===== config.mk =====
export PLATFORM = sky130hd
export DESIGN_NAME = qp_device_flat
export DESIGN_NICKNAME = d
export VERILOG_FILES = /design/src/logic/qp_pkg.sv /design/src/logic/qp_if.sv /design/src/logic/qp_device.sv /design/src/flat_wrapper.sv
export SDC_FILE = /design/constraint.sdc
export NUM_CORES = 1
export LEC_CHECK = 0
export BUFFER_PORTS_ARGS = -buffer_cell sky130_fd_sc_hd__buf_4
export CAP_MARGIN = 20
export CORE_UTILIZATION = 45
export CTS_CLUSTER_DIAMETER = 200
export DETAILED_ROUTE_END_ITERATION = 7
export GPL_TIMING_DRIVEN = 1
export PLACE_DENSITY_LB_ADDON = 0.25
export REMOVE_ABC_BUFFERS = 1
export SYNTH_ARGS = -nofsm -noshare
export SYNTH_HDL_FRONTEND = slang
export SYNTH_SLANG_ARGS = --single-unit
export TNS_END_PERCENT = 1

===== constraint.sdc =====
create_clock -name i_clk -period 4.7 [get_ports i_clk]
set_clock_uncertainty 0.2 [all_clocks]
set_input_delay 0.235 -clock i_clk [delete_from_list [all_inputs] [get_ports i_clk]]
set_output_delay 0.235 -clock i_clk [all_outputs]
set_load 0.02 [all_outputs]

===== src/logic/qp_pkg.sv =====
package qp_pkg;
	// Command byte field positions, most significant bit shifted first.
	localparam int ADDR_HI = 7;
	localparam int ADDR_LO = 4;
	localparam int OPC_HI = 3;
	localparam int OPC_LO = 2;
	localparam int D8_POS = 1;
	// Opcode encodings.
	localparam logic [1:0] OPC_WRITE = 2'h0;
	localparam logic [1:0] OPC_INCR = 2'h1;
	localparam logic [1:0] OPC_DECR = 2'h2;
	localparam logic [1:0] OPC_READ = 2'h3;
	// Register addresses.
	localparam logic [3:0] ADR_WIPER0 = 4'h0;
	localparam logic [3:0] ADR_WIPER1 = 4'h1;
	localparam logic [3:0] ADR_TCON0 = 4'h4;
	localparam logic [3:0] ADR_WIPER2 = 4'h6;
	localparam logic [3:0] ADR_WIPER3 = 4'h7;
	localparam logic [3:0] ADR_TCON1 = 4'hA;
	// Register width and scale limits.
	localparam int REG_W = 9;
	localparam logic [8:0] FULL_SCALE = 9'h100;
	localparam logic [8:0] ZERO_SCALE = 9'h000;
	localparam logic [8:0] WIPER_RESET = 9'h080;
	localparam logic [8:0] TERMINAL_CONNECT_REG_RESET = 9'h1FF;
	// Frame bit counts.
	localparam logic [4:0] BITS_SHORT = 5'h08;
	localparam logic [4:0] BITS_LONG = 5'h10;
	localparam logic [4:0] ERR_BIT = 5'h06;
	// Master timing: half serial period and select-to-clock delay.
	localparam int SCK_HALF_NS = 40;
	localparam int CLK_NS = 5;
	localparam int SCK_HALF_CYC = SCK_HALF_NS / CLK_NS;
	localparam int LEAD_NS = 100;
	localparam int LEAD_CYC = (LEAD_NS + CLK_NS - 1) / CLK_NS;
endpackage


===== src/logic/qp_if.sv =====
`timescale 1ns/1ps
interface qp_if;
	logic cs_b; // Chip select, active low.
	logic cs_hv; // Chip select at the high-voltage level.
	logic sck; // Serial clock from master.
	logic mosi; // Data to device.
	logic miso; // Data from device.
	logic miso_oe; // Device drives miso.
	modport device (input cs_b, input cs_hv, input sck, input mosi,
		output miso, output miso_oe);
	modport master (output cs_b, output cs_hv, output sck, output mosi,
		input miso, input miso_oe);
endinterface // qp_if


===== src/logic/qp_device.sv =====
// Strobed register access is this design's own decision.
`timescale 1ns/1ps
// How it works
// - Master starts frames by asserting chip select.
// - Select asserts output drive and clears counter.
// - Master waits before first serial clock edge.
// - Error drives flag low until deselect.
// - Deselect resets interface; inactive activity ignored.
// - Mode 0,0: sample rising, shift falling.
// - Mode 1,1: same edges, clock idles high.
// - Normal and high-voltage select behave alike.
// - Increment/decrement 8 bits; read/write 16.
// - Command byte: address, opcode, data bit 8.
// - Opcode 11 read, 00 write, 01/10 step.
// - Steps invalid at terminal-connect addresses.
// - Six ones, error flag, then read data.
// - Six mapped addresses; others reserved.
// - Registers hold nine bits; top dropped.
// - Valid pairing flag high, otherwise low.
// - Clock level at select picks mode.
// - Read returns nine bits, MSB first.
// - Step saturates at full and zero scale.
// - After error ignore commands, output low.
module qp_device (
	input wire logic i_clk, // System clock, 200 MHz.
	input wire logic i_rst_b, // Asynchronous reset, active low.
	qp_if.device bus, // Serial link.
	output logic [8:0] o_wiper0, // Wiper register 0.
	output logic [8:0] o_wiper1, // Wiper register 1.
	output logic [8:0] o_wiper2, // Wiper register 2.
	output logic [8:0] o_wiper3, // Wiper register 3.
	output logic [8:0] o_tcon0, // Terminal connect register 0.
	output logic [8:0] o_tcon1, // Terminal connect register 1.
	output logic o_mode11, // Mode 1,1 latched at select.
	output logic o_hv // Current frame is high-voltage.
);
	logic [1:0] cs_s, sck_s, mosi_s, hv_s;
	logic cs_q, sck_q, active, err;
	logic [4:0] cnt;
	logic [7:0] cmd;
	logic [7:0] dat;
	logic [8:0] rd_shift;

	// Two-flop synchronisers for all link inputs.
	always_ff @(posedge i_clk or negedge i_rst_b) begin
		if (!i_rst_b) begin
			cs_s <= 2'h3;
			sck_s <= 2'h0;
			mosi_s <= 2'h0;
			hv_s <= 2'h0;
		end else begin
			cs_s <= {cs_s[0], bus.cs_b};
			sck_s <= {sck_s[0], bus.sck};
			mosi_s <= {mosi_s[0], bus.mosi};
			hv_s <= {hv_s[0], bus.cs_hv};
		end
	end

	// Edge and framing decode on synchronised signals.
	wire cs_now = ~cs_s[1];
	wire sck_now = sck_s[1];
	wire sel_rise = cs_now & ~cs_q;
	wire rise = active & sck_now & ~sck_q;
	wire fall = active & ~sck_now & sck_q;
	wire [4:0] pos = (cnt >= qp_pkg::BITS_LONG) ? 5'h00 : cnt;
	wire [4:0] pos_n = pos + 5'h01;
	wire [7:0] cmd_n = {cmd[6:0], mosi_s[1]};
	// At the sixth bit the address and opcode still sit two places low.
	wire [3:0] adr = cmd_n[qp_pkg::ADDR_HI - 2:qp_pkg::ADDR_LO - 2];
	wire [1:0] opc = cmd_n[qp_pkg::OPC_HI - 2:qp_pkg::OPC_LO - 2];
	// Command byte aligned for the bit now handled, before it is complete.
	wire [7:0] cmd_f = (pos >= qp_pkg::BITS_SHORT) ? cmd
		: (rise ? cmd_n : {cmd[6:0], 1'b0});
	wire [1:0] opc_q = cmd_f[qp_pkg::OPC_HI:qp_pkg::OPC_LO];
	wire [3:0] adr_q = cmd_f[qp_pkg::ADDR_HI:qp_pkg::ADDR_LO];
	// Address and opcode validity decode.
	wire is_wiper = (adr == qp_pkg::ADR_WIPER0) | (adr == qp_pkg::ADR_WIPER1)
		| (adr == qp_pkg::ADR_WIPER2) | (adr == qp_pkg::ADR_WIPER3);
	wire is_terminal_connect_reg = (adr == qp_pkg::ADR_TCON0) | (adr == qp_pkg::ADR_TCON1);
	wire is_step = (opc == qp_pkg::OPC_INCR) | (opc == qp_pkg::OPC_DECR);
	wire valid = is_wiper | (is_terminal_connect_reg & ~is_step);
	wire [1:0] opc_n = cmd_n[qp_pkg::OPC_HI:qp_pkg::OPC_LO];
	wire short_n = (opc_n == qp_pkg::OPC_INCR) | (opc_n == qp_pkg::OPC_DECR);
	wire last_bit = ((pos_n == qp_pkg::BITS_SHORT) & short_n)
		| (pos_n == qp_pkg::BITS_LONG);
	// Latest bit completes the opcode at position 6 (sixth bit in).
	wire opc_done = (pos_n == qp_pkg::ERR_BIT);

	// Current register selected by the address field held in cmd.
	logic [8:0] cur;
	always_comb begin
		unique case (adr_q)
			qp_pkg::ADR_WIPER0: cur = o_wiper0;
			qp_pkg::ADR_WIPER1: cur = o_wiper1;
			qp_pkg::ADR_WIPER2: cur = o_wiper2;
			qp_pkg::ADR_WIPER3: cur = o_wiper3;
			qp_pkg::ADR_TCON0: cur = o_tcon0;
			qp_pkg::ADR_TCON1: cur = o_tcon1;
			default: cur = 9'h000;
		endcase
	end
	wire [8:0] inc_v = (cur >= qp_pkg::FULL_SCALE) ? cur : cur + 9'h001;
	wire [8:0] dec_v = ((cur == qp_pkg::ZERO_SCALE)
		| (cur > qp_pkg::FULL_SCALE)) ? cur : cur - 9'h001;
	wire [8:0] wr_v = {cmd[qp_pkg::D8_POS - 1], dat[6:0], mosi_s[1]};
	// Commit strobe and value, only on the final clock of the command.
	wire commit = rise & ~err & (pos >= qp_pkg::BITS_SHORT - 5'h01)
		& last_bit & (opc_q != qp_pkg::OPC_READ);
	wire [8:0] new_v = (opc_q == qp_pkg::OPC_WRITE) ? wr_v
		: (opc_q == qp_pkg::OPC_INCR) ? inc_v : dec_v;

	// Framing, counter, error and shift state.
	always_ff @(posedge i_clk or negedge i_rst_b) begin
		if (!i_rst_b) begin
			cs_q <= 1'b0;
			sck_q <= 1'b0;
			active <= 1'b0;
			err <= 1'b0;
			cnt <= 5'h00;
			cmd <= 8'h00;
			dat <= 8'h00;
			o_mode11 <= 1'b0;
			o_hv <= 1'b0;
		end else begin
			cs_q <= cs_now;
			sck_q <= sck_now;
			if (!cs_now) begin
				active <= 1'b0;
				err <= 1'b0;
				cnt <= 5'h00;
			end else if (sel_rise) begin
				active <= 1'b1;
				cnt <= 5'h00;
				o_mode11 <= sck_now;
				o_hv <= hv_s[1];
			end else if (rise && !err) begin
				if (pos < qp_pkg::BITS_SHORT) begin
					cmd <= cmd_n;
				end else begin
					dat <= {dat[6:0], mosi_s[1]};
				end
				if (opc_done && !valid) begin
					err <= 1'b1;
				end
				cnt <= last_bit ? 5'h00 : pos_n;
			end
		end
	end

	// Serial output: ones, error flag, read data, changed on falling edges.
	wire [4:0] rd_go_lim = qp_pkg::ERR_BIT + 5'h01;
	wire rd_go = (cnt == rd_go_lim) & (opc_q == qp_pkg::OPC_READ);
	always_ff @(posedge i_clk or negedge i_rst_b) begin
		if (!i_rst_b) begin
			bus.miso <= 1'b1;
			bus.miso_oe <= 1'b0;
			rd_shift <= 9'h000;
		end else if (!cs_now) begin
			bus.miso <= 1'b1;
			bus.miso_oe <= 1'b0;
		end else if (sel_rise) begin
			bus.miso <= 1'b1;
			bus.miso_oe <= 1'b1;
		end else if (fall) begin
			if (err) begin
				bus.miso <= 1'b0;
			end else if (rd_go) begin
				bus.miso <= cur[8];
				rd_shift <= {cur[7:0], 1'b0};
			end else if (opc_q == qp_pkg::OPC_READ && cnt > rd_go_lim) begin
				bus.miso <= rd_shift[8];
				rd_shift <= {rd_shift[7:0], 1'b0};
			end else begin
				bus.miso <= 1'b1;
			end
		end
	end

	// Register file with per-register write enables.
	always_ff @(posedge i_clk or negedge i_rst_b) begin
		if (!i_rst_b) begin
			o_wiper0 <= qp_pkg::WIPER_RESET;
			o_wiper1 <= qp_pkg::WIPER_RESET;
			o_wiper2 <= qp_pkg::WIPER_RESET;
			o_wiper3 <= qp_pkg::WIPER_RESET;
			o_tcon0 <= qp_pkg::TERMINAL_CONNECT_REG_RESET;
			o_tcon1 <= qp_pkg::TERMINAL_CONNECT_REG_RESET;
		end else if (commit) begin
			unique case (adr_q)
				qp_pkg::ADR_WIPER0: o_wiper0 <= new_v;
				qp_pkg::ADR_WIPER1: o_wiper1 <= new_v;
				qp_pkg::ADR_WIPER2: o_wiper2 <= new_v;
				qp_pkg::ADR_WIPER3: o_wiper3 <= new_v;
				qp_pkg::ADR_TCON0: o_tcon0 <= wr_v;
				qp_pkg::ADR_TCON1: o_tcon1 <= wr_v;
				default: ;
			endcase
		end
	end
endmodule // qp_device


===== src/flat_wrapper.sv =====
// flat-port wrapper written by rule: the top's interface ports become plain ports
module qp_device_flat 
  (i_clk, i_rst_b, o_wiper0, o_wiper1, o_wiper2, o_wiper3, o_tcon0, o_tcon1, o_mode11, o_hv, bus_cs_b, bus_cs_hv, bus_sck, bus_mosi, bus_miso, bus_miso_oe);
  qp_if bus_i ();
  input wire logic i_clk;
  input wire logic i_rst_b;
  output logic [8:0] o_wiper0;
  output logic [8:0] o_wiper1;
  output logic [8:0] o_wiper2;
  output logic [8:0] o_wiper3;
  output logic [8:0] o_tcon0;
  output logic [8:0] o_tcon1;
  output logic o_mode11;
  output logic o_hv;
  input wire logic [$bits(bus_i.cs_b)-1:0] bus_cs_b;
  input wire logic [$bits(bus_i.cs_hv)-1:0] bus_cs_hv;
  input wire logic [$bits(bus_i.sck)-1:0] bus_sck;
  input wire logic [$bits(bus_i.mosi)-1:0] bus_mosi;
  output wire logic [$bits(bus_i.miso)-1:0] bus_miso;
  output wire logic [$bits(bus_i.miso_oe)-1:0] bus_miso_oe;
  assign bus_i.cs_b = bus_cs_b;
  assign bus_i.cs_hv = bus_cs_hv;
  assign bus_i.sck = bus_sck;
  assign bus_i.mosi = bus_mosi;
  assign bus_miso = bus_i.miso;
  assign bus_miso_oe = bus_i.miso_oe;
  qp_device u_core (.i_clk(i_clk), .i_rst_b(i_rst_b), .bus(bus_i), .o_wiper0(o_wiper0), .o_wiper1(o_wiper1), .o_wiper2(o_wiper2), .o_wiper3(o_wiper3), .o_tcon0(o_tcon0), .o_tcon1(o_tcon1), .o_mode11(o_mode11), .o_hv(o_hv));
endmodule

==> results.json, run 1 <==
{
  "r2r_cells": 11,
  "use_met1_pct": 34.7,
  "place.gp.congestion": 0.926,
  "drt_iter0_markers": 429,
  "synth_cells": 538,
  "grt_pass1_wl_um": 23900,
  "cp_max_fo": 12,
  "violations": "DRC",
  "relSlewSlack_pct": 46.5,
  "grt_max_degree": 54,
  "r2r-start": "u_core.cnt[3]$_DFFE_PN0P_",
  "total_power_mw": 1.88,
  "drive_gt1_share_pct": 29.6,
  "ant_nets": 0,
  "die_width_um": 111,
  "routedWlPerCell_um": 19.9,
  "drc_errors": 14,
  "dr_total_vias": 4502,
  "synth_area_leader_cell": "dfrtp_1",
  "syn-cell-area_sq_mm": 0.00537,
  "place_hpwl_um": 10900,
  "grt_setup_unrepaired": "false",
  "met2_usage_pct": 38.8,
  "first_global_vias": 4289,
  "top_usage_layer": "met2",
  "drt_pass1_iterations": 7,
  "yosys.cell_types.count": 64,
  "post-route-util_pct": 55.4,
  "clock.fmax_ghz": 0.246,
  "synthTopCellsByArea": "dfrtp_1, dfstp_2, mux2_2, nand2_1, a21oi_1",
  "timing.final.hold_violations": 0,
  "final_nets": 616,
  "num_antenna_cells": 0,
  "synth_compound_gate_area_share_pct": 16.8,
  "cts-htree-levels": 3,
  "cts_tree": "done",
  "wirelength_um": 14900,
  "power_density_mw_per_mm2": 294,
  "synthSimpleGateAreaFrac_pct": 16.1,
  "gr-total-overflow": 0,
  "ys_seq_area_share_pct": 45.8,
  "cp-end-kind": "register",
  "drv_slew": 0,
  "path_clk_slew_ns": 0.07,
  "initial_utilization_pct": 46.6,
  "rows": 39,
  "cts_buffer_depth": 2,
  "synth_top_area_share_pct": 33.6,
  "synth.avg_cell_area_sq_um": 9.98,
  "hp-class": "register to register",
  "clockRootBuffer": "clkbuf_16",
  "synth_fa_ha_area_share_pct": 2.33,
  "synth_xor_xnor_area_share_pct": 0.979,
  "final-setup-viol-count": 0,
  "worst_slack_ns": 0.638,
  "synth-seq-cells": 97,
  "synth-edff-count": 0,
  "cellLeakagePower_nw": 2.84,
  "tightest_slew_ns": 0.800,
  "antenna_found_initial": 0,
  "r2r_setup_slack_ns": 0.64,
  "status": "complete, but fails checks",
  "drv_cap": 0,
  "min_to": "u_core.sck_s[1]$_DFF_PN0_",
  "ir_drop_uv": 246,
  "ys_async_sr_fraction_pct": 100,
  "post_cts_resized": 0,
  "io_buffer_count": 63,
  "use_met3_pct": 4.98,
  "r2r-end": "u_core.o_wiper1[6]$_DFFE_PN0P_",
  "ioPinCount": 64,
  "final_common_cell": "buf_4",
  "fin_crit_ns": 4.06,
  "min_delay_path_depth": 0,
  "die_h_um": 111,
  "dp_slack_ns": 0.705,
  "crit_path_start_kind": "register",
  "ys_warn_count": 0,
  "final_cell_mix": "buf_4, dfrtp_1, nand2_1, mux2_2, a21oi_1",
  "grtUsageTotal_pct": 25.4,
  "hp-start": "u_core.sck_s[0]$_DFF_PN0_",
  "synth_mux_area_share_pct": 14.5,
  "dieArea_sq_mm": 0.0124,
  "synth_top_family_by_area": "compound AO/OA/AOI/OAI gates",
  "path_class": "register to register",
  "cp.required_ns": 4.79,
  "syn_to_final_growth_pct": 18.8,
  "min_period_over_period_pct": 86.4,
  "cts_buffers": 9,
  "ys.flop_type": "dfrtp_1",
  "fin_tns_setup_ns": 0,
  "cts.sink_count": 97,
  "clk-insertion-delay-late_ns": 0.36,
  "crit_arrival_ns": 4.15,
  "vias_per_cell": 6.02,
  "core_sq_mm": 0.0115
}
## repair_timing
item | 4_1_cts | 5_1_grt
endpoints found under the setup margin | 0 | 0
endpoints found under the hold margin | 38 | 0
buffers inserted | 0 | 0
hold buffers | 5 | 0
## layout make-up
type,instances,area [sq um]
Multi-Input combinational cell,397,2730
Tap cell,143,179
Clock inverter,5,103
Fill cell,1017,5140
Sequential cell,97,2460
Inverter,15,56.3
Timing Repair Buffer,80,613
Clock buffer,11,243
## Yosys cell counts (2+ instances only)
library cell / number
a211o_1: 3
a211oi_1: 3
a21o_1: 3
a21oi_1: 41
a222oi_1: 3
a22o_1: 5
a22oi_1: 2
a31oi_1: 7
a32oi_1: 3
and2_1: 6
and3_1: 5
buf_1: 2
buf_2: 5
buf_6: 2
clkbuf_1: 19
dfrtp_1: 72
dfstp_2: 25
ha_1: 10
inv_1: 15
mux2_2: 55
mux2i_1: 11
nand2_1: 56
nand2b_1: 18
nand3_1: 16
nand3b_1: 3
nand4_1: 8
nand4b_1: 4
nor2_1: 36
nor2b_1: 6
nor3_1: 9
nor4_1: 3
o2111a_1: 2
o211a_1: 3
o211ai_1: 7
o21ai_0: 27
o221ai_1: 2
o22ai_1: 6
o31ai_1: 4
or2_2: 2
xnor2_1: 5
## per-stage QoR
| stage | instance area [sq um] | hold WS [ns] | instances |
|---|---|---|---|
| 6_report | 6380 | 0.150 | 748 |
| 5_1_grt | 6380 | 0.153 | 748 |
| 4_1_cts | 6380 | 0.151 | 748 |
| 3_5_place_dp | 5980 | 0.0668 | 727 |
| 3_3_place_gp | 5980 | 0.0574 | 727 |
| 2_1_floorplan | 5240 | -0.261 | 509 |
## metal layers
layer	vias to the layer above	part of all wire [%]
met4	0	2.9
met3	36	6.4
met2	190	45
met1	2194	45
li1	2082	-
met5	-	0
## registers in the layout (all words and copies together) (netlist names), 5 cells and up
signal and cells:
u_core.o_tcon1 9, u_core.rd_shift 8, u_core.dat 7, u_core.o_wiper1 9, u_core.cnt 5, u_core.o_wiper3 9
u_core.o_tcon0 9, u_core.o_wiper2 9, u_core.cmd 8, u_core.o_wiper0 9
## cells by family after synthesis
family	count (synthesis)
AOI/OAI and AO/OA	136
xor gates and xnor gates	6
adders and majority gates	10
buffers and inverters	44
DFF	97
muxes	69
and+or+nand+nor	176
## how the worst max path moves through the flow
stage / start / end / slack, ns / cells after the start
2_1_floorplan: u_core.cnt[4]$_DFFE_PN0P_ / u_core.o_wiper0[1]$_DFFE_PN0P_ / 0.26 / 9
3_3_place_gp: u_core.cnt[4]$_DFFE_PN0P_ / u_core.o_wiper1[6]$_DFFE_PN0P_ / 0.79 / 12
3_5_place_dp: u_core.cnt[3]$_DFFE_PN0P_ / u_core.o_wiper0[6]$_DFFE_PN0P_ / 0.71 / 11
4_1_cts: u_core.cnt[3]$_DFFE_PN0P_ / u_core.o_wiper1[6]$_DFFE_PN0P_ / 0.68 / 11
5_1_grt: u_core.cnt[3]$_DFFE_PN0P_ / u_core.o_wiper2[6]$_DFFE_PN0P_ / 0.35 / 11
6_report: u_core.cnt[3]$_DFFE_PN0P_ / u_core.o_wiper1[6]$_DFFE_PN0P_ / 0.64 / 11
## critical path, stage by stage, from the launching register on
cell and delay (ns):
dfrtp_1 0.56, nor2b_1 0.51, o21ai_1 0.37, nand4_1 0.20
o2111a_1 0.33, ha_1 0.23, o211a_1 0.17, nand4_1 0.15
xnor2_1 0.23, o41a_1 0.38, o221ai_1 0.42, mux2_2 0.25
## power by group
part / internal, mW / total [mW] / switching [mW]
combinational: 0.0521 / 0.163 / 0.111
sequential: 0.850 / 0.866 / 0.0160
clock: 0.534 / 0.849 / 0.316
(Power assumes the default switching activity.)
==> run 2: changes to the inputs <==
--- a/config.mk
+++ b/config.mk
@@ -11,7 +11,6 @@
 export CTS_CLUSTER_DIAMETER = 200
 export DETAILED_ROUTE_END_ITERATION = 7
 export GPL_TIMING_DRIVEN = 1
-export PLACE_DENSITY_LB_ADDON = 0.25
 export REMOVE_ABC_BUFFERS = 1
 export SYNTH_ARGS = -nofsm -noshare
 export SYNTH_HDL_FRONTEND = slang
==> run 2 against run 1 <==
- sequential power is essentially flat
- maximum frequency shrank 3.0%
- clock power shrank 5.1%
- core utilization grew 0.20 points
- register-to-register slack lost 0.13 ns
- cell count grew 0.67%
- die area is the same
- final area grew 0.35%
- combinational power grew 4%
- the flow still finishes with violations (DRC)
- flip-flop and latch count is the same
- hold slack lost 0.0012 ns
==> results.json, run 2 (same netlist as run 1, synthesis figures left out) <==
{
  "syn_to_final_growth_pct": 19.2,
  "relSlewSlack_pct": 40.6,
  "fin_crit_ns": 4.19,
  "cts_tree": "done",
  "cpLargestDelayFamily": "compound AO/OA/AOI/OAI gates",
  "num_antenna_cells": 0,
  "clock.fmax_ghz": 0.239,
  "cts.sink_count": 97,
  "first_global_vias": 4271,
  "core_sq_mm": 0.0115,
  "holdWs_ns": 0.149,
  "cellLeakagePower_nw": 2.87,
  "cts_buffer_depth": 2,
  "drc_errors": 16,
  "cts_buffers": 9,
  "r2r-start": "u_core.cnt[4]$_DFFE_PN0P_",
  "dieArea_sq_mm": 0.0124,
  "tightest_slew_ns": 0.891,
  "rows": 39,
  "cp_slowest_cell": "a222oi_1",
  "cp-startpoint": "u_core.cnt[4]$_DFFE_PN0P_",
  "violations": "DRC",
  "routedWlPerCell_um": 20.6,
  "drt_pass1_iterations": 7,
  "fin_tns_setup_ns": 0,
  "cp.required_ns": 4.79,
  "final-setup-viol-count": 0,
  "clockRootBuffer": "clkbuf_16",
  "path_class": "register to register",
  "wirelength_um": 15500,
  "worst-path-buf-inv": 0,
  "path_common_cell": "mux2_2",
  "drv_cap": 0,
  "die_h_um": 111,
  "final_nets": 621,
  "drv_slew": 0,
  "initial_utilization_pct": 46.6,
  "grt_setup_unrepaired": "false",
  "timing.final.hold_violations": 0,
  "place.gp.congestion": 0.959,
  "crit_path_max_incr_delay_ns": 0.75,
  "antenna_found_initial": 0,
  "hp-start": "u_core.mosi_s[0]$_DFF_PN0_",
  "hp-class": "register to register",
  "cts-htree-levels": 3,
  "crit_chain": "nand2b_1 > mux2i_2 > mux2_2 > a222oi_1 > nand4_1 > xnor2_1 > o41a_1 > o221ai_1 > mux2_2",
  "gr-total-overflow": 0,
  "grt_max_degree": 58,
  "final_cell_mix": "buf_4, dfrtp_1, nand2_1, mux2_2, a21oi_1",
  "io_buffer_count": 63,
  "ant_nets": 0,
  "power_density_mw_per_mm2": 287,
  "ir_drop_uv": 189,
  "dr_total_vias": 4494,
  "die_width_um": 111,
  "vias_per_cell": 5.97,
  "drt_iter0_markers": 398,
  "drive_gt1_share_pct": 30.3,
  "crit_path_start_kind": "register",
  "cp-end-kind": "register",
  "final_common_cell": "buf_4",
  "grtUsageTotal_pct": 26.2,
  "ioPinCount": 64,
  "status": "complete, but fails checks",
  "clk-insertion-delay-late_ns": 0.36,
  "path_clk_slew_ns": 0.06,
  "total_power_mw": 1.84,
  "place_hpwl_um": 11500,
  "cp_max_fo": 15,
  "min_period_over_period_pct": 89.1,
  "grt_pass1_wl_um": 24500,
  "crit_arrival_ns": 4.28
}
## run 2: cell types whose count changed in the layout (fill, tap and decap cells not counted)
cell | previous run | this run
buf_4 | 75 | 80
bufinv_16 | 3 | 2
clkbuf_1 | 1 | 0
clkbuf_8 | 1 | 2
clkinv_2 | 1 | 2
## run 2: repair_timing
| action | CTS | global route |
|---|---|---|
| endpoints found under the hold margin | 46 | 0 |
| gates resized for setup | 0 | 0 |
| hold buffers | 5 | 0 |
| buffers inserted | 0 | 0 |
## run 2: report_power, final
part,total (mW),switching (mW),internal [mW]
combinational,0.169,0.116,0.0529
clock,0.806,0.313,0.493
sequential,0.866,0.0160,0.850
## run 2: worst paths after layout
kind | to | slack (ns) | cells after the start
worst max-delay path | u_core.o_wiper2[6]$_DFFE_PN0P_ | 0.51 | 9
worst min-delay path | u_core.mosi_s[1]$_DFF_PN0_ | 0.15 | 0
worst max register to register | u_core.o_wiper2[6]$_DFFE_PN0P_ | 0.51 | 9
worst min register to register | u_core.mosi_s[1]$_DFF_PN0_ | 0.15 | 0
max in group asynchronous | u_core.o_tcon1[6]$_DFFE_PN1P_ | 3.03 | 3
min in group asynchronous | u_core.cmd[1]$_DFFE_PN0P_ | 0.27 | 2
## run 2: layout make-up
type | instances | area, sq um
Clock buffer | 11 | 253
Clock inverter | 5 | 77.6
Fill cell | 1021 | 5110
Inverter | 15 | 56.3
Multi-Input combinational cell | 397 | 2730
Sequential cell | 97 | 2460
Tap cell | 143 | 179
Timing Repair Buffer | 85 | 651
## run 2: routing by layer
metal  GRT usage [%]  share of wire, %
met1            37.2                48
met3            3.72               4.9
met2            40.9                45
met5               0                 0
met4            8.92               1.9
## run 2: per-stage QoR
stage | util (%) | area, sq um | setup slack, ns | std cells
after floorplan | - | 5240 | 0.261 | 509
after global placement | 52.3 | 6020 | 0.741 | 732
after detailed placement | 52.3 | 6020 | 0.624 | 732
after CTS | 55.6 | 6400 | 0.579 | 753
after global routing | 55.6 | 6400 | 0.330 | 753
final | 55.6 | 6400 | 0.511 | 753
